## src/rtl/pbfs_defs.vh

```
// register map, field layout and reset values of the port b function select block
`ifndef PBFS_DEFS_VH
`define PBFS_DEFS_VH

`define PBFS_OFS_HIGH_FUNC 5'h00
`define PBFS_OFS_LOW_FUNC 5'h04
`define PBFS_OFS_DIRECTION 5'h08
`define PBFS_OFS_PIN_DATA 5'h0c
`define PBFS_OFS_EFF_ROLE 5'h10

`define PBFS_HIGH_FUNC_RESET 16'h0000
`define PBFS_LOW_FUNC_RESET 16'h0000
`define PBFS_DIRECTION_RESET 16'h0000
`define PBFS_PIN_DATA_RESET 16'h0000

`define PBFS_HIGH_FUNC_MASK 16'h000f
`define PBFS_LOW_FUNC_MASK_SMALL 16'hfffa
`define PBFS_PORT_MASK_LARGE 16'h03ff
`define PBFS_PORT_MASK_SMALL 16'h03fc

`define PBFS_PIN9_ROLE_LSB 2
`define PBFS_PIN8_ROLE_LSB 0

`define PBFS_ROLE_GPIO 2'h0
`define PBFS_ROLE_IRQ 2'h1
`define PBFS_ROLE_ADDR 2'h2
`define PBFS_ROLE_WAIT 2'h3

`define PBFS_RESP_OKAY 2'h0
`define PBFS_RESP_SLVERR 2'h2

`endif

```

## src/rtl/pbfs_axil_slave.v

```verilog
// axi4-lite slave front end: handshakes, write strobe pulse and registered read answer
`timescale 1ns/100ps
`include "pbfs_defs.vh"

module pbfs_axil_slave #(
	parameter AW = 5
) (
	// clock and reset
	input wire sys_clk,
	input wire sys_rst,
	// write address and data
	input wire [AW-1:0] s_axi_awaddr,
	input wire s_axi_awvalid,
	output wire s_axi_awready,
	input wire [31:0] s_axi_wdata,
	input wire [3:0] s_axi_wstrb,
	input wire s_axi_wvalid,
	output wire s_axi_wready,
	// write response
	output reg [1:0] s_axi_bresp,
	output reg s_axi_bvalid,
	input wire s_axi_bready,
	// read address and data
	input wire [AW-1:0] s_axi_araddr,
	input wire s_axi_arvalid,
	output wire s_axi_arready,
	output reg [31:0] s_axi_rdata,
	output reg [1:0] s_axi_rresp,
	output reg s_axi_rvalid,
	input wire s_axi_rready,
	// register file side
	output wire wr_pulse,
	output reg [AW-1:0] wr_addr,
	output reg [31:0] wr_data,
	output reg [3:0] wr_strb,
	input wire wr_err,
	output wire [AW-1:0] rd_addr,
	input wire [31:0] rd_data,
	input wire rd_err
);

	reg aw_held_q;
	reg w_held_q;
	wire rd_go;

	// address and data may come in either order; each is held until both are in
	assign s_axi_awready = !aw_held_q && !s_axi_bvalid;
	assign s_axi_wready = !w_held_q && !s_axi_bvalid;
	assign wr_pulse = aw_held_q && w_held_q && !s_axi_bvalid;
	assign s_axi_arready = !s_axi_rvalid;
	assign rd_go = s_axi_arvalid && s_axi_arready;
	assign rd_addr = s_axi_araddr;

	always @(posedge sys_clk or posedge sys_rst) begin
		if (sys_rst) begin
			aw_held_q <= 1'b0;
			w_held_q <= 1'b0;
			wr_addr <= {AW{1'b0}};
			wr_data <= 32'h00000000;
			wr_strb <= 4'h0;
			s_axi_bvalid <= 1'b0;
			s_axi_bresp <= `PBFS_RESP_OKAY;
		end else begin
			if (s_axi_awvalid && s_axi_awready) begin
				aw_held_q <= 1'b1;
				wr_addr <= s_axi_awaddr;
			end
			if (s_axi_wvalid && s_axi_wready) begin
				w_held_q <= 1'b1;
				wr_data <= s_axi_wdata;
				wr_strb <= s_axi_wstrb;
			end
			if (wr_pulse) begin
				aw_held_q <= 1'b0;
				w_held_q <= 1'b0;
				s_axi_bvalid <= 1'b1;
				s_axi_bresp <= wr_err ? `PBFS_RESP_SLVERR : `PBFS_RESP_OKAY;
			end else if (s_axi_bvalid && s_axi_bready) begin
				s_axi_bvalid <= 1'b0;
			end
		end
	end

	always @(posedge sys_clk or posedge sys_rst) begin
		if (sys_rst) begin
			s_axi_rvalid <= 1'b0;
			s_axi_rdata <= 32'h00000000;
			s_axi_rresp <= `PBFS_RESP_OKAY;
		end else begin
			if (rd_go) begin
				s_axi_rvalid <= 1'b1;
				s_axi_rdata <= rd_data;
				s_axi_rresp <= rd_err ? `PBFS_RESP_SLVERR : `PBFS_RESP_OKAY;
			end else if (s_axi_rvalid && s_axi_rready) begin
				s_axi_rvalid <= 1'b0;
			end
		end
	end

endmodule // pbfs_axil_slave

```

## src/rtl/pbfs_top.v

```verilog
// port b function select: role registers, direction and data registers, pin multiplexer
`timescale 1ns/100ps
`include "pbfs_defs.vh"

module pbfs_top #(
	parameter AW = 5,
	parameter SMALL_VARIANT = 0,
	parameter LOW_SC_OVERRIDE = 1
) (
	// clock and power-on reset
	input wire sys_clk,
	input wire sys_rst,
	// axi4-lite write channels
	input wire [AW-1:0] s_axi_awaddr,
	input wire s_axi_awvalid,
	output wire s_axi_awready,
	input wire [31:0] s_axi_wdata,
	input wire [3:0] s_axi_wstrb,
	input wire s_axi_wvalid,
	output wire s_axi_wready,
	output wire [1:0] s_axi_bresp,
	output wire s_axi_bvalid,
	input wire s_axi_bready,
	// axi4-lite read channels
	input wire [AW-1:0] s_axi_araddr,
	input wire s_axi_arvalid,
	output wire s_axi_arready,
	output wire [31:0] s_axi_rdata,
	output wire [1:0] s_axi_rresp,
	output wire s_axi_rvalid,
	input wire s_axi_rready,
	// operating mode pin
	input wire single_chip_mode,
	// port pins
	input wire [9:0] pin_in,
	output reg [9:0] pin_out,
	output reg [9:0] pin_oe_n,
	// bus controller side
	input wire address_bit_21_out,
	input wire address_bit_20_out,
	output reg wait_request,
	// interrupt controller side, idle high
	output reg ext_interrupt_seven,
	output reg ext_interrupt_six,
	// peripheral side of the low pins
	input wire [7:0] alt_out,
	input wire [7:0] alt_drive,
	output reg [7:0] alt_in
);

	localparam [15:0] LOW_MASK = SMALL_VARIANT ? `PBFS_LOW_FUNC_MASK_SMALL : 16'hffff;
	localparam [15:0] PORT_MASK = SMALL_VARIANT ? `PBFS_PORT_MASK_SMALL : `PBFS_PORT_MASK_LARGE;
	localparam [9:0] PIN_PRESENT = PORT_MASK[9:0];

	// registers; only sys_rst (power-on) clears them, so watchdog, standby and sleep leave them alone
	reg [15:0] high_pin_function_reg_q;
	reg [15:0] low_pin_function_reg_q;
	reg [15:0] port_direction_reg_q;
	reg [15:0] pin_data_q;

	// synchronisers
	reg [9:0] pin_meta_q;
	reg [9:0] pin_sync_q;
	reg mode_meta_q;
	reg mode_sync_q;

	wire wr_pulse;
	wire [AW-1:0] wr_addr;
	wire [31:0] wr_data;
	wire [3:0] wr_strb;
	wire [AW-1:0] rd_addr;
	reg [31:0] rd_data;
	reg rd_err;
	reg wr_err;
	wire [15:0] wr_bytes;

	wire [1:0] pin9_role_sel;
	wire [1:0] pin8_role_sel;
	reg [1:0] pin9_role_eff;
	reg [1:0] pin8_role_eff;
	wire [15:0] low_role_eff;
	wire [19:0] eff_role_word;
	wire [15:0] pin_level;

	pbfs_axil_slave #(
		.AW(AW)
	) u_bus (
		.sys_clk(sys_clk),
		.sys_rst(sys_rst),
		.s_axi_awaddr(s_axi_awaddr),
		.s_axi_awvalid(s_axi_awvalid),
		.s_axi_awready(s_axi_awready),
		.s_axi_wdata(s_axi_wdata),
		.s_axi_wstrb(s_axi_wstrb),
		.s_axi_wvalid(s_axi_wvalid),
		.s_axi_wready(s_axi_wready),
		.s_axi_bresp(s_axi_bresp),
		.s_axi_bvalid(s_axi_bvalid),
		.s_axi_bready(s_axi_bready),
		.s_axi_araddr(s_axi_araddr),
		.s_axi_arvalid(s_axi_arvalid),
		.s_axi_arready(s_axi_arready),
		.s_axi_rdata(s_axi_rdata),
		.s_axi_rresp(s_axi_rresp),
		.s_axi_rvalid(s_axi_rvalid),
		.s_axi_rready(s_axi_rready),
		.wr_pulse(wr_pulse),
		.wr_addr(wr_addr),
		.wr_data(wr_data),
		.wr_strb(wr_strb),
		.wr_err(wr_err),
		.rd_addr(rd_addr),
		.rd_data(rd_data),
		.rd_err(rd_err)
	);

	// mode pin and port pins come from outside the clock domain
	always @(posedge sys_clk or posedge sys_rst) begin
		if (sys_rst) begin
			pin_meta_q <= 10'h000;
			pin_sync_q <= 10'h000;
			mode_meta_q <= 1'b0;
			mode_sync_q <= 1'b0;
		end else begin
			pin_meta_q <= pin_in;
			pin_sync_q <= pin_meta_q;
			mode_meta_q <= single_chip_mode;
			mode_sync_q <= mode_meta_q;
		end
	end

	// byte lanes 0 and 1 only; lanes 2 and 3 fall on bits that do not exist
	assign wr_bytes = {{8{wr_strb[1]}}, {8{wr_strb[0]}}};

	always @* begin
		wr_err = 1'b0;
		if (wr_addr == `PBFS_OFS_HIGH_FUNC) begin
			wr_err = 1'b0;
		end else if (wr_addr == `PBFS_OFS_LOW_FUNC) begin
			wr_err = 1'b0;
		end else if (wr_addr == `PBFS_OFS_DIRECTION) begin
			wr_err = 1'b0;
		end else if (wr_addr == `PBFS_OFS_PIN_DATA) begin
			wr_err = 1'b0;
		end else begin
			// the role status word is read-only, so writes to it are refused as well
			wr_err = 1'b1;
		end
	end

	always @(posedge sys_clk or posedge sys_rst) begin
		if (sys_rst) begin
			high_pin_function_reg_q <= `PBFS_HIGH_FUNC_RESET;
			low_pin_function_reg_q <= `PBFS_LOW_FUNC_RESET;
			port_direction_reg_q <= `PBFS_DIRECTION_RESET;
			pin_data_q <= `PBFS_PIN_DATA_RESET;
		end else if (wr_pulse) begin
			if (wr_addr == `PBFS_OFS_HIGH_FUNC) begin
				// reserved bits are never stored, so they read back as zero
				high_pin_function_reg_q <= (high_pin_function_reg_q & ~wr_bytes) |
					(wr_data[15:0] & wr_bytes & `PBFS_HIGH_FUNC_MASK);
			end else if (wr_addr == `PBFS_OFS_LOW_FUNC) begin
				low_pin_function_reg_q <= (low_pin_function_reg_q & ~wr_bytes) |
					(wr_data[15:0] & wr_bytes & LOW_MASK);
			end else if (wr_addr == `PBFS_OFS_DIRECTION) begin
				port_direction_reg_q <= (port_direction_reg_q & ~wr_bytes) |
					(wr_data[15:0] & wr_bytes & PORT_MASK);
			end else if (wr_addr == `PBFS_OFS_PIN_DATA) begin
				pin_data_q <= (pin_data_q & ~wr_bytes) | (wr_data[15:0] & wr_bytes & PORT_MASK);
			end
		end
	end

	// high pins: raw selection and single-chip override
	assign pin9_role_sel = high_pin_function_reg_q[`PBFS_PIN9_ROLE_LSB+1:`PBFS_PIN9_ROLE_LSB];
	assign pin8_role_sel = high_pin_function_reg_q[`PBFS_PIN8_ROLE_LSB+1:`PBFS_PIN8_ROLE_LSB];

	always @* begin
		pin9_role_eff = pin9_role_sel;
		if (pin9_role_sel == `PBFS_ROLE_WAIT) begin
			// reserved code has no function; the pin stays general purpose
			pin9_role_eff = `PBFS_ROLE_GPIO;
		end else if (mode_sync_q && pin9_role_sel == `PBFS_ROLE_ADDR) begin
			pin9_role_eff = `PBFS_ROLE_GPIO;
		end
	end

	always @* begin
		pin8_role_eff = pin8_role_sel;
		if (mode_sync_q && (pin8_role_sel == `PBFS_ROLE_ADDR || pin8_role_sel == `PBFS_ROLE_WAIT)) begin
			pin8_role_eff = `PBFS_ROLE_GPIO;
		end
	end

	// low pins: each two-bit field, zero meaning general purpose
	genvar gi;
	generate
		for (gi = 0; gi < 8; gi = gi + 1) begin : g_low
			wire [1:0] sel;
			wire bus_role_blocked;
			assign sel = low_pin_function_reg_q[2*gi+1:2*gi];
			// the low fields only carry bus roles here, so single-chip mode keeps them as gpio on the large variant
			assign bus_role_blocked = (LOW_SC_OVERRIDE != 0) && (SMALL_VARIANT == 0) && mode_sync_q;
			assign low_role_eff[2*gi+1:2*gi] = (bus_role_blocked || !PIN_PRESENT[gi]) ?
				`PBFS_ROLE_GPIO : sel;

			always @(posedge sys_clk or posedge sys_rst) begin
				if (sys_rst) begin
					pin_out[gi] <= 1'b0;
					pin_oe_n[gi] <= 1'b1;
					alt_in[gi] <= 1'b0;
				end else begin
					alt_in[gi] <= (low_role_eff[2*gi+1:2*gi] != `PBFS_ROLE_GPIO) ? pin_sync_q[gi] : 1'b0;
					if (!PIN_PRESENT[gi]) begin
						pin_out[gi] <= 1'b0;
						pin_oe_n[gi] <= 1'b1;
					end else if (low_role_eff[2*gi+1:2*gi] == `PBFS_ROLE_GPIO) begin
						pin_out[gi] <= pin_data_q[gi];
						pin_oe_n[gi] <= ~port_direction_reg_q[gi];
					end else begin
						pin_out[gi] <= alt_out[gi];
						pin_oe_n[gi] <= ~alt_drive[gi];
					end
				end
			end
		end
	endgenerate

	// pin 9 output stage
	always @(posedge sys_clk or posedge sys_rst) begin
		if (sys_rst) begin
			pin_out[9] <= 1'b0;
			pin_oe_n[9] <= 1'b1;
			ext_interrupt_seven <= 1'b1;
		end else begin
			ext_interrupt_seven <= (pin9_role_eff == `PBFS_ROLE_IRQ) ? pin_sync_q[9] : 1'b1;
			case (pin9_role_eff)
				`PBFS_ROLE_ADDR: begin
					pin_out[9] <= address_bit_21_out;
					pin_oe_n[9] <= 1'b0;
				end
				`PBFS_ROLE_IRQ: begin
					pin_out[9] <= 1'b0;
					pin_oe_n[9] <= 1'b1;
				end
				default: begin
					pin_out[9] <= pin_data_q[9];
					pin_oe_n[9] <= ~port_direction_reg_q[9];
				end
			endcase
		end
	end

	// pin 8 output stage
	always @(posedge sys_clk or posedge sys_rst) begin
		if (sys_rst) begin
			pin_out[8] <= 1'b0;
			pin_oe_n[8] <= 1'b1;
			ext_interrupt_six <= 1'b1;
			wait_request <= 1'b1;
		end else begin
			ext_interrupt_six <= (pin8_role_eff == `PBFS_ROLE_IRQ) ? pin_sync_q[8] : 1'b1;
			wait_request <= (pin8_role_eff == `PBFS_ROLE_WAIT) ? pin_sync_q[8] : 1'b1;
			case (pin8_role_eff)
				`PBFS_ROLE_ADDR: begin
					pin_out[8] <= address_bit_20_out;
					pin_oe_n[8] <= 1'b0;
				end
				`PBFS_ROLE_IRQ, `PBFS_ROLE_WAIT: begin
					pin_out[8] <= 1'b0;
					pin_oe_n[8] <= 1'b1;
				end
				default: begin
					pin_out[8] <= pin_data_q[8];
					pin_oe_n[8] <= ~port_direction_reg_q[8];
				end
			endcase
		end
	end

	// pin data reads the pin for inputs and the latch for driven pins
	assign pin_level = {6'h00, (pin_sync_q & ~port_direction_reg_q[9:0]) |
		(pin_data_q[9:0] & port_direction_reg_q[9:0])} & PORT_MASK;
	assign eff_role_word = {pin9_role_eff, pin8_role_eff, low_role_eff};

	always @* begin
		rd_data = 32'h00000000;
		rd_err = 1'b0;
		if (rd_addr == `PBFS_OFS_HIGH_FUNC) begin
			rd_data = {16'h0000, high_pin_function_reg_q & `PBFS_HIGH_FUNC_MASK};
		end else if (rd_addr == `PBFS_OFS_LOW_FUNC) begin
			rd_data = {16'h0000, low_pin_function_reg_q & LOW_MASK};
		end else if (rd_addr == `PBFS_OFS_DIRECTION) begin
			rd_data = {16'h0000, port_direction_reg_q};
		end else if (rd_addr == `PBFS_OFS_PIN_DATA) begin
			rd_data = {16'h0000, pin_level};
		end else if (rd_addr == `PBFS_OFS_EFF_ROLE) begin
			rd_data = {12'h000, eff_role_word};
		end else begin
			rd_err = 1'b1;
		end
	end

endmodule // pbfs_top

```

## config.mk

```make
export PLATFORM = sky130hd
export DESIGN_NAME = pbfs_top
export DESIGN_NICKNAME = d
export VERILOG_FILES = /design/src/rtl/pbfs_axil_slave.v /design/src/rtl/pbfs_top.v
export VERILOG_INCLUDE_DIRS = /design/src /design/src/rtl
export SDC_FILE = /design/constraint.sdc
export NUM_CORES = 1
export LEC_CHECK = 0
export BUFFER_PORTS_ARGS = -buffer_cell sky130_fd_sc_hd__buf_4
export CAP_MARGIN = 15
export CORE_MARGIN = 5
export CORE_UTILIZATION = 48
export DETAILED_ROUTE_END_ITERATION = 12
export GPL_ROUTABILITY_DRIVEN = 0
export PLACE_DENSITY_LB_ADDON = 0.08
export RECOVER_POWER = 25
export SLEW_MARGIN = 10
export SYNTH_ARGS = -nofsm -noshare
export SYNTH_HDL_FRONTEND = slang
export SYNTH_SLANG_ARGS = --single-unit
```

## constraint.sdc

```tcl
create_clock -name sys_clk -period 4.4 [get_ports sys_clk]
set_clock_uncertainty 0.05 [all_clocks]
set_input_delay 0.22 -clock sys_clk [delete_from_list [all_inputs] [get_ports sys_clk]]
set_output_delay 0.22 -clock sys_clk [all_outputs]
set_load 0.02 [all_outputs]
```

Yosys cells after proc, flatten, opt, wreduce, memory -nomap -nowiden. Index checks and enable logic that the tools add are counted.

Register bits after elaboration: 180. Latch bits: 0. Bits in writable memories: 0. Memory bits (read-only): 0. Input bits: 82. Output and inout port bits: 72. Word-level logic and storage cells: 209. Memories kept: 0.

Add/sub/neg operators: 0. $mul: 0. Div/mod/pow operators: 0. Order comparisons: 0. Equal/unequal tests: 16. Shift operators: 0. Muxes and demuxes: 66. Bitwise operators: 35. Reduce and logical (&&, ||, !) cells: 43.

Operators with widths (number): 32-bit two-way mux (4); 16-bit AND (5); 1-bit two-way mux (44); 16-bit by 10-bit bitwise OR with 16-bit output (2); 2-bit two-way mux (13); 2-bit nonzero test (12); 1-bit NOT (21); 10-bit AND (2); 5-bit by 4-bit equality test with 1-bit output, second input constant (4); 20-bit two-way mux (1); 2-bit zero test (8); 16-bit NOT (1); 16-bit bitwise OR (1); 16-bit by 4-bit bitwise OR with 16-bit output (1); 2-bit equality test, second input constant (7); 1-bit logical AND (11); 5-bit by 3-bit equality test with 1-bit output, second input constant (2); 5-bit zero test (2); 10-bit NOT (1); 10-bit bitwise OR (1); 1-bit case mux with 2 select lines (4); 5-bit equality test, second input constant (1); 5-bit AND reduction (1); 2-bit by 1-bit equality test with 1-bit output, second input constant (2); other kinds (6) (9).

Logic depth before layout (Yosys ltp). Gate-level depths: netlist of the first run.

Word-level depth: 9. Depth in mapped cells: 6. Depth with buffers taken out: 6.

By module. A second synthesis of the first run with hierarchy kept.

Cells, all modules: 507. Area total of the unflattened synthesis: 7293.2 um^2.

Modules (own cells, without submodules): pbfs_top (times used 1, cells an instance 320, area an instance 4102.7 um^2, seq. area each 2493.6 um^2); pbfs_axil_slave (times used 1, cells an instance 187, area an instance 3190.6 um^2, seq. area each 1976.9 um^2).

Worst setup path after synthesis of the first run. OpenSTA, ideal clock, no wires.

Path kind: register to register. Start point: register u_bus.s_axi_bvalid. End point: register with a tool-made name. Library setup time: 0.125 ns. Arrival time: 1.664 ns. Required time: 4.225 ns. Slack: 2.561 ns. Stages on the path, launching flop included: 5. Path buffers: 0. Clock period less this slack: 1.839 ns. Cells stage by stage: dfrtp_1 > nand3b_4 > nor4_4 > nand3_1 > mux2_2.

RTL lines: start: declaration (RTL line pbfs_axil_slave.v:21) `output reg s_axi_bvalid,`; start signal: assignment (RTL line pbfs_axil_slave.v:61) `s_axi_bvalid <= 1'b0;`; start signal: assignment (RTL line pbfs_axil_slave.v:76) `s_axi_bvalid <= 1'b1;`; start signal: assignment (RTL line pbfs_axil_slave.v:79) `s_axi_bvalid <= 1'b0;`.

Final worst setup path of the first run.
Start point: register mode_sync_q, in the netlist g_low[0].bus_role_blocked. End point: register u_bus.s_axi_rdata[10].

Longest elaborated chain between the ends: 6.

RTL lines: start: declaration (RTL line pbfs_top.v:65) `reg mode_sync_q;`; start signal: assignment (RTL line pbfs_top.v:128) `mode_sync_q <= mode_meta_q;`; 2-bit two-way mux (RTL line pbfs_top.v:204) `assign low_role_eff[2*gi+1:2*gi] = (bus_role_blocked || !PIN_PRESENT[gi]) ?`; 20-bit two-way mux (RTL line pbfs_top.v:297) `` end else if (rd_addr == `PBFS_OFS_EFF_ROLE) begin ``; 32-bit two-way mux (RTL line pbfs_top.v:295) `` end else if (rd_addr == `PBFS_OFS_PIN_DATA) begin ``; 32-bit two-way mux (RTL line pbfs_top.v:293) `` end else if (rd_addr == `PBFS_OFS_DIRECTION) begin ``; 32-bit two-way mux (RTL line pbfs_top.v:291) `` end else if (rd_addr == `PBFS_OFS_LOW_FUNC) begin ``; 32-bit two-way mux (RTL line pbfs_top.v:289) `` if (rd_addr == `PBFS_OFS_HIGH_FUNC) begin ``; end signal: assignment (RTL line pbfs_axil_slave.v:92) `s_axi_rdata <= rd_data;`; end: declaration (RTL line pbfs_axil_slave.v:27) `output reg [31:0] s_axi_rdata,`.

Every way passes these cells. A chain may end at the register's enable or synchronous reset.

==> results.md, run 1 <==
* Outcome: finished clean
* Gr usage total at ~20%
* Global route total overflow at 0
* Warnings from Yosys at 0
* Max Root-Sink Buffers at 2
* CTS sink count at between 100 and 150
* Number of max-cap violations at 0
* Via count at between 4000 and 5000
* DRC Markers at 0
* Sequential area share after synthesis at about 61%
* Vias in the first global route at approximately 4500
* Sum of negative setup slack at 0 ps
* Most frequent cells in the layout: 135 x dfrtp_1, 114 x buf_4, 72 x mux2_2
* Reg2Reg Launch Point: g_low[0].bus_role_blocked$_DFF_PP0_
* Multiplexer share of the synthesized area at between 10% and 20%
* Final nets at 749
* Synthesized flop and latch total at about 150
* Design Power at 4.11 mW
* Largest net degree at the start of global routing at 79
* Post-Syn Area at slightly above 0.006 mm²
* Hold Path Class: in2reg
* LEAKAGE at between 3 and 4 nW
* Worst EP arrival at around 2800 ps
* Synth Area in Simple Gates at a little under a tenth
* Commonest non-fill, non-tap cell in the layout: dfrtp_1
* Num CTS Buffers at 17
* Fin crit share at a little under three fifths
* DP Wirelength at around 9.6 mm
* F_max at between 400 and 500 MHz
* Post-synth EDFFs at 0
* Tmin final at 2490 ps
* Multi-input gate area at between 0.002 and 0.0025 mm²
* P per Cell Area at around 500 mW/mm²
* PortBufs at about 120
* Synth async-reset ratio at between 90% and 100%
* RSZ-0062 raised after global routing: false
* Routed Wire Length at approximately 14 mm
* Core outline area at 0.0125 mm²
* Adder-cell share of the synthesized area at less than 1%
* Antenna Cells at 0
* Clk pin slew, worst setup/hold paths at ~60 ps
* Data required, critical path at between 4000 and 5000 ps
* Startpoint Class: flip-flop
* Clk Latency, worst-skew pair at 410 ps
* Reg2reg end: u_bus.s_axi_rdata[10]$_DFFE_PP0P_
* Final setup viols at 0
* WHS Endpoint: u_bus.wr_data[14]$_DFFE_PP0P_
* Final ANT Viol Nets at 0
* Worst slew margin at around 31%
* Hold path start: s_axi_wdata[14]
* Final Hold Viols at 0
* Complex-gate fraction of the synthesized area at about a tenth
* CP Capture Type: flip-flop
* Logic pwr share at a little over a fifth
* Post-Synth XOR/XNOR Area at 0%
* Die Width at 123 µm
* # IOs at about 150
* Dominant synthesized flop cell: dfrtp_1
* Fillcell total at roughly 1000
* Register area at around 0.0037 mm²
* Cells after Synth at 485
* Syn-to-layout area delta at 34.5%
* Initial Util at between 40% and 50%
* Largest family of logic cells by synthesized area: multiplexers
* Sequential Power Share at 46.5%
* Global-route wire length before repair at 22.8 mm
* Die ar. at around 0.015 mm²
* P_int at 2.95 mW
* Max H-tree Level at 4
* Worst r2r path cells at 4
* Initial antenna violation count at 0
* Drt first pass iters at 4
* Hold depth at 2
* Clk pwr share at around a third
* Final Max Slew Viols at 0
* CTS tree: done
* Worst reg2reg setup slack at 1910 ps
* Die Y at between 100 and 150 µm
* Share of post-route cells with drive strength above 1 at approximately 36%
* Routed WL per cell at around 17 µm
* Slew @ Worst Pin at 1040 ps
* Switching share of power at ~28%
* CTS root buf: clkbuf_16
* Switching power at 1.16 mW
* CP Max Fanout at 15
* DRT iter0 DRCs at 222
* Via-to-Cell Ratio at between 5 and 6
* Kind of critical path: reg2reg
* Mean Syn Cell Area at roughly 13 µm²
* Worst IR Drop VDD at between 0.3 and 0.4 mV
* Num rows at slightly above 40
* Synth unique cells at between 40 and 50
## cell families (layout without fill, tap and decap cells)
group / after synthesis / after routing
DFF: 148 / 148
buffers and inverters: 49 / 229
and+or+nand+nor: 107 / 107
muxes: 83 / 83
AOI/OAI and AO/OA: 95 / 95
adders and majority gates: 2 / 2
other: 1 / 14
## worst max path at each step
stage                                         from                           endpoint  slack, ps  depth (start not counted)
2_1_floorplan                              sys_rst         asynchronous set/reset pin        170                          1
6_report       g_low[0].bus_role_blocked$_DFF_PP0_  u_bus.s_axi_rdata[10]$_DFFE_PP0P_       1910                          4
5_1_grt        g_low[0].bus_role_blocked$_DFF_PP0_   u_bus.s_axi_rdata[6]$_DFFE_PP0P_       1850                          4
3_5_place_dp   g_low[0].bus_role_blocked$_DFF_PP0_   u_bus.s_axi_rdata[6]$_DFFE_PP0P_       1960                          4
3_3_place_gp   g_low[0].bus_role_blocked$_DFF_PP0_  u_bus.s_axi_rdata[11]$_DFFE_PP0P_       2050                          4
4_1_cts        g_low[0].bus_role_blocked$_DFF_PP0_  u_bus.s_axi_rdata[10]$_DFFE_PP0P_       1960                          4
## per-layer routing
layer | vias to the layer above | GRT usage, % | share of wire [%]
li1 | 2030 | - | -
met1 | 2148 | 26.0 | 43
met2 | 144 | 32.0 | 49
met3 | 22 | 5.02 | 6.6
met4 | 0 | 8.05 | 1.6
met5 | - | 0 | 0
## repair_timing
item	4_1_cts	5_1_grt
setup endpoints to repair	0	0
hold buffers	52	0
setup buffers	0	0
endpoints found under the hold margin	117	0
resized for setup	0	0
## per-stage QoR
| stage | util, % | hold WS [ps] | instance area, µm² | worst slack, ps | instances |
|---|---|---|---|---|---|
| finish | 65.3 | 16.2 | 8180 | 1910 | 850 |
| global route | 65.3 | 7.93 | 8180 | 1850 | 850 |
| CTS | 65.5 | 2.82 | 8200 | 1960 | 850 |
| detailed placement | 56.9 | 280 | 7120 | 1960 | 766 |
| global placement | 56.9 | 279 | 7120 | 2050 | 766 |
| floorplan | - | 201 | 6130 | 172 | 498 |
## worst max-delay path: stages (launching register included)
cell,delay [ps]
dfrtp_1,600
or4b_4,650
nor2_2,660
a21oi_1,180
o31ai_1,250
## synth_stat cells (11+ instances only)
| cell type | n | share of area [%] |
|---|---|---|
| nand2_1 | 40 | 2.5 |
| a21oi_1 | 19 | 1.6 |
| dfrtp_1 | 135 | 56 |
| nor2_1 | 26 | 1.6 |
| dfstp_2 | 13 | 5.6 |
| buf_4 | 15 | 1.9 |
| a22oi_1 | 18 | 2.2 |
| inv_1 | 19 | 1.2 |
| clkbuf_1 | 12 | 0.74 |
| o21ai_0 | 29 | 2.4 |
| mux2_2 | 72 | 13 |
| mux2i_1 | 11 | 1.8 |
## cell type report
type                    instances  share of cell area, %
flip-flops and latches        148                   45.5
clock buffers                  28                   6.20
well taps                     172                   2.63
clock inverters                 4                  0.551
inverters                      19                  0.933
multi-input cells             301                   26.3
repair buffers                178                   17.9
## power groups by stage
stage	sequential (mW)	clock, mW	combinational (mW)
after CTS	1.91	1.37	0.876
after global routing	1.95	1.43	0.938
after detailed placement	1.93	0	0.838
after global placement	1.92	0	0.812
after floorplan	1.95	0	0.483
final	1.91	1.34	0.856
Note: power is estimated with default switching activity, not from simulation.
==> inputs of run 2 (changes only) <==
- ABC_AREA: default -> 1
- clock period: 4.4 -> 2.1 ns (I/O delays scaled with it)
==> run 2 against run 1 <==
Setup slack got worse by 1500 ps. Clock power increased by 150%. Die area increased by 2.4%. Sequential share of layout area decreased by 0.62 points. Final cell count increased by 18%. First-iteration DRC count increased by 43%. Combinational power increased to 2.7 times the previous value. Global-route usage increased by 0.54 points. Count of clock-buffer cells in the layout decreased by 6. Sequential power increased by 110%.
==> results.md, run 2 <==
* Worst r2r path cells at 6
* Max H-tree Level at 4
* Cells after Synth at ~630
* PortBufs at 121
* Die ar. at between 0.015 and 0.02 mm²
* Data required, critical path at about 2400 ps
* Fin crit share at between 80% and 90%
* Syn-to-layout area delta at 32.8%
* Worst Slack Setup Final at roughly 370 ps
* Top-count cell post-synth: dfrtp_1
* Final setup viols at 0
* Startpoint Class: flip-flop
* Initial Util at approximately 49%
* Num rows at 41
* Final Max Slew Viols at 0
* LEAKAGE at roughly 4.0 nW
* Area contributors post-synth: dfrtp_1 54%, nand2_1 6.0%, dfstp_2 5.5%, nor2_1 4.9%, inv_1 3.7%
* DRT iter0 DRCs at about 320
* Final ANT Viol Nets at 0
* CTS tree: done
* Global route total overflow at 0
* Core outline area at roughly 0.013 mm²
* CTS sink count at 148
* Worst slew margin at around a tenth
* Area leader, netlist: dfrtp_1
* Final nets at 900
* Via count at approximately 4800
* Synth top area share at 54.1%
* Clk Latency, worst-skew pair at approximately 420 ps
* Share of post-route cells with drive strength above 1 at a little over a fifth
* Commonest non-fill, non-tap cell in the layout: dfrtp_1
* Synth unique cells at 32
* Gr usage total at roughly 20%
* Hold Path Class: in2reg
* # IOs at roughly 150
* Routed Wire Length at 15.0 mm
* Antenna Cells at 0
* Post-synth EDFFs at 0
* WHS Endpoint: u_bus.aw_held_q$_DFFE_PP0P_
* F_max at between 500 and 600 MHz
* Slew @ Worst Pin at between 1000 and 1500 ps
* Mean Syn Cell Area at just under 10 µm²
* Number of post-CTS setup repair buffers at 0
* Kind of critical path: reg2reg
* Dpl cells at about 910
* Via-to-Cell Ratio at slightly below 5
* Die Y at between 100 and 150 µm
* Tmin final at about 1700 ps
* Drt first pass iters at 5
* Reg2Reg Launch Point: u_bus.s_axi_bvalid$_DFFE_PP0P_
* Dominant synthesized flop cell: dfrtp_1
* Commonest cells in the netlist: 135 x dfrtp_1, 99 x nand2_1, 82 x nor2_1, 62 x inv_1, 37 x a21oi_1
* DRC Markers at 0
* P per Cell Area at 1170 mW/mm²
* Vias in the first global route at between 4000 and 5000
* Num CTS Buffers at 17
* Post-CTS sizing at 0
* Synth async-reset ratio at between 90% and 100%
* Non-Filler Instances at 1001
* Clk pin slew, worst setup/hold paths at about 60 ps
* CTS root buf: clkbuf_16
* CP Capture Type: flip-flop
* Most frequent cells in the layout: 135 x dfrtp_1, 99 x nand2_1, 83 x nor2_1
* Worst EP arrival at 1980 ps
* Number of max-cap violations at 0
* Largest net degree at the start of global routing at 149
* Routed WL per cell at around 15 µm
* DP Wirelength at 10.1 mm
* Post-Syn Area at about 0.0062 mm²
* Synthesized flop and latch total at approximately 150
* Hold depth at 3
* Outcome: finished clean
* Max Root-Sink Buffers at 2
* Warnings from Yosys at 0
* Die Width at approximately 120 µm
* Sequential area share after synthesis at about three fifths
* Hold path start: s_axi_awvalid
* Worst IR Drop VDD at about 0.86 mV
* Fillcell total at 1106
* CP Max Fanout at 16
* Hold-fix buffers, CTS at between 50 and 60
* Worst reg2reg setup slack at about 370 ps
* Initial antenna violation count at 0
* Sum of negative setup slack at 0 ps
* RSZ-0062 raised after global routing: false
* Global-route wire length before repair at 23.9 mm
* Pre-CTS WS at ~450 ps
* Final Hold Viols at 0
[run 2: cell types whose count changed after synthesis, moves of 9 or more]
cell and change:
a21oi_1 +18, a22oi_1 -18, clkbuf_1 -9, inv_1 +43, mux2_2 -62, nand2_1 +59, nand3_1 +26, nand4_1 +15
nor2_1 +56, nor2_4 +9, o21ai_1 +30
[run 2: cells by family (layout without fill, tap and decap cells)]
group	count (synthesis)	in the layout	share of synthesized area (%)
simple gates	257	257	19.3
flops	148	148	59.6
compound gates	102	102	9.22
buf+inv	102	285	7.82
mux	21	21	3.63
fa+ha+maj	2	2	0.401
other cells	1	14	0.0601
[run 2: worst max-delay path by stage]
stage	end	cells past startpoint	startpoint	slack [ps]
finish	flip-flop	6	u_bus.s_axi_bvalid$_DFFE_PP0P_	370
global route	flip-flop	6	u_bus.s_axi_bvalid$_DFFE_PP0P_	190
CTS	u_bus.wr_data[5]$_DFFE_PP0P_	5	u_bus.w_held_q$_DFFE_PP0P_	410
detailed placement	u_bus.wr_data[5]$_DFFE_PP0P_	5	u_bus.s_axi_bvalid$_DFFE_PP0P_	450
global placement	u_bus.wr_data[5]$_DFFE_PP0P_	5	u_bus.w_held_q$_DFFE_PP0P_	500
floorplan	asynchronous set/reset pin	1	sys_rst	90
[run 2: power breakdown]
part           leakage, nW  internal, mW  switching (mW)
registers             1.87          3.63           0.449
clock network        0.320          2.19            1.12
logic                 1.83         0.887            1.43
total                 4.02          6.72            3.00
[run 2: final cells by class]
cell class | instances | area (µm²) | area share, %
clock buffer | 22 | 474 | 5.72
clock inverter | 10 | 178 | 2.14
inverter | 71 | 275 | 3.32
multi-input combinational | 396 | 2080 | 25.0
sequential | 148 | 3720 | 44.9
tap | 172 | 215 | 2.60
timing repair buffer | 182 | 1350 | 16.3
[run 2: through the flow]
stage / utilization [%] / hold slack [ps] / area [µm²] / total power [mW]
2_1_floorplan: - / 86.4 / 6290 / 5.59
3_3_place_gp: 57.3 / 165 / 7260 / 6.40
3_5_place_dp: 57.3 / 166 / 7260 / 6.49
4_1_cts: 66.8 / 20.0 / 8460 / 9.91
5_1_grt: 65.4 / 95.5 / 8290 / 10.3
6_report: 65.4 / 36.1 / 8290 / 9.71
[run 2: worst max-delay path, stage by stage, from the launching register on]
cell	delay (ps)
dfrtp_1	410
clkinv_1	70
nand3_1	210
nor2_1	280
nand3_2	360
nand2_1	160
o21ai_1	70
[run 2: per-layer routing]
| layer | track usage [%] | wire length [µm] | vias to the layer above | share of wire, % |
|---|---|---|---|---|
| met1 | 25.6 | 6300 | 2301 | 42 |
| met3 | 5.09 | 764 | 18 | 5.1 |
| li1 | - | - | 2387 | - |
| met4 | 6.43 | 172 | 0 | 1.1 |
| met5 | 0 | 0 | - | 0 |
| met2 | 35.1 | 7790 | 117 | 52 |
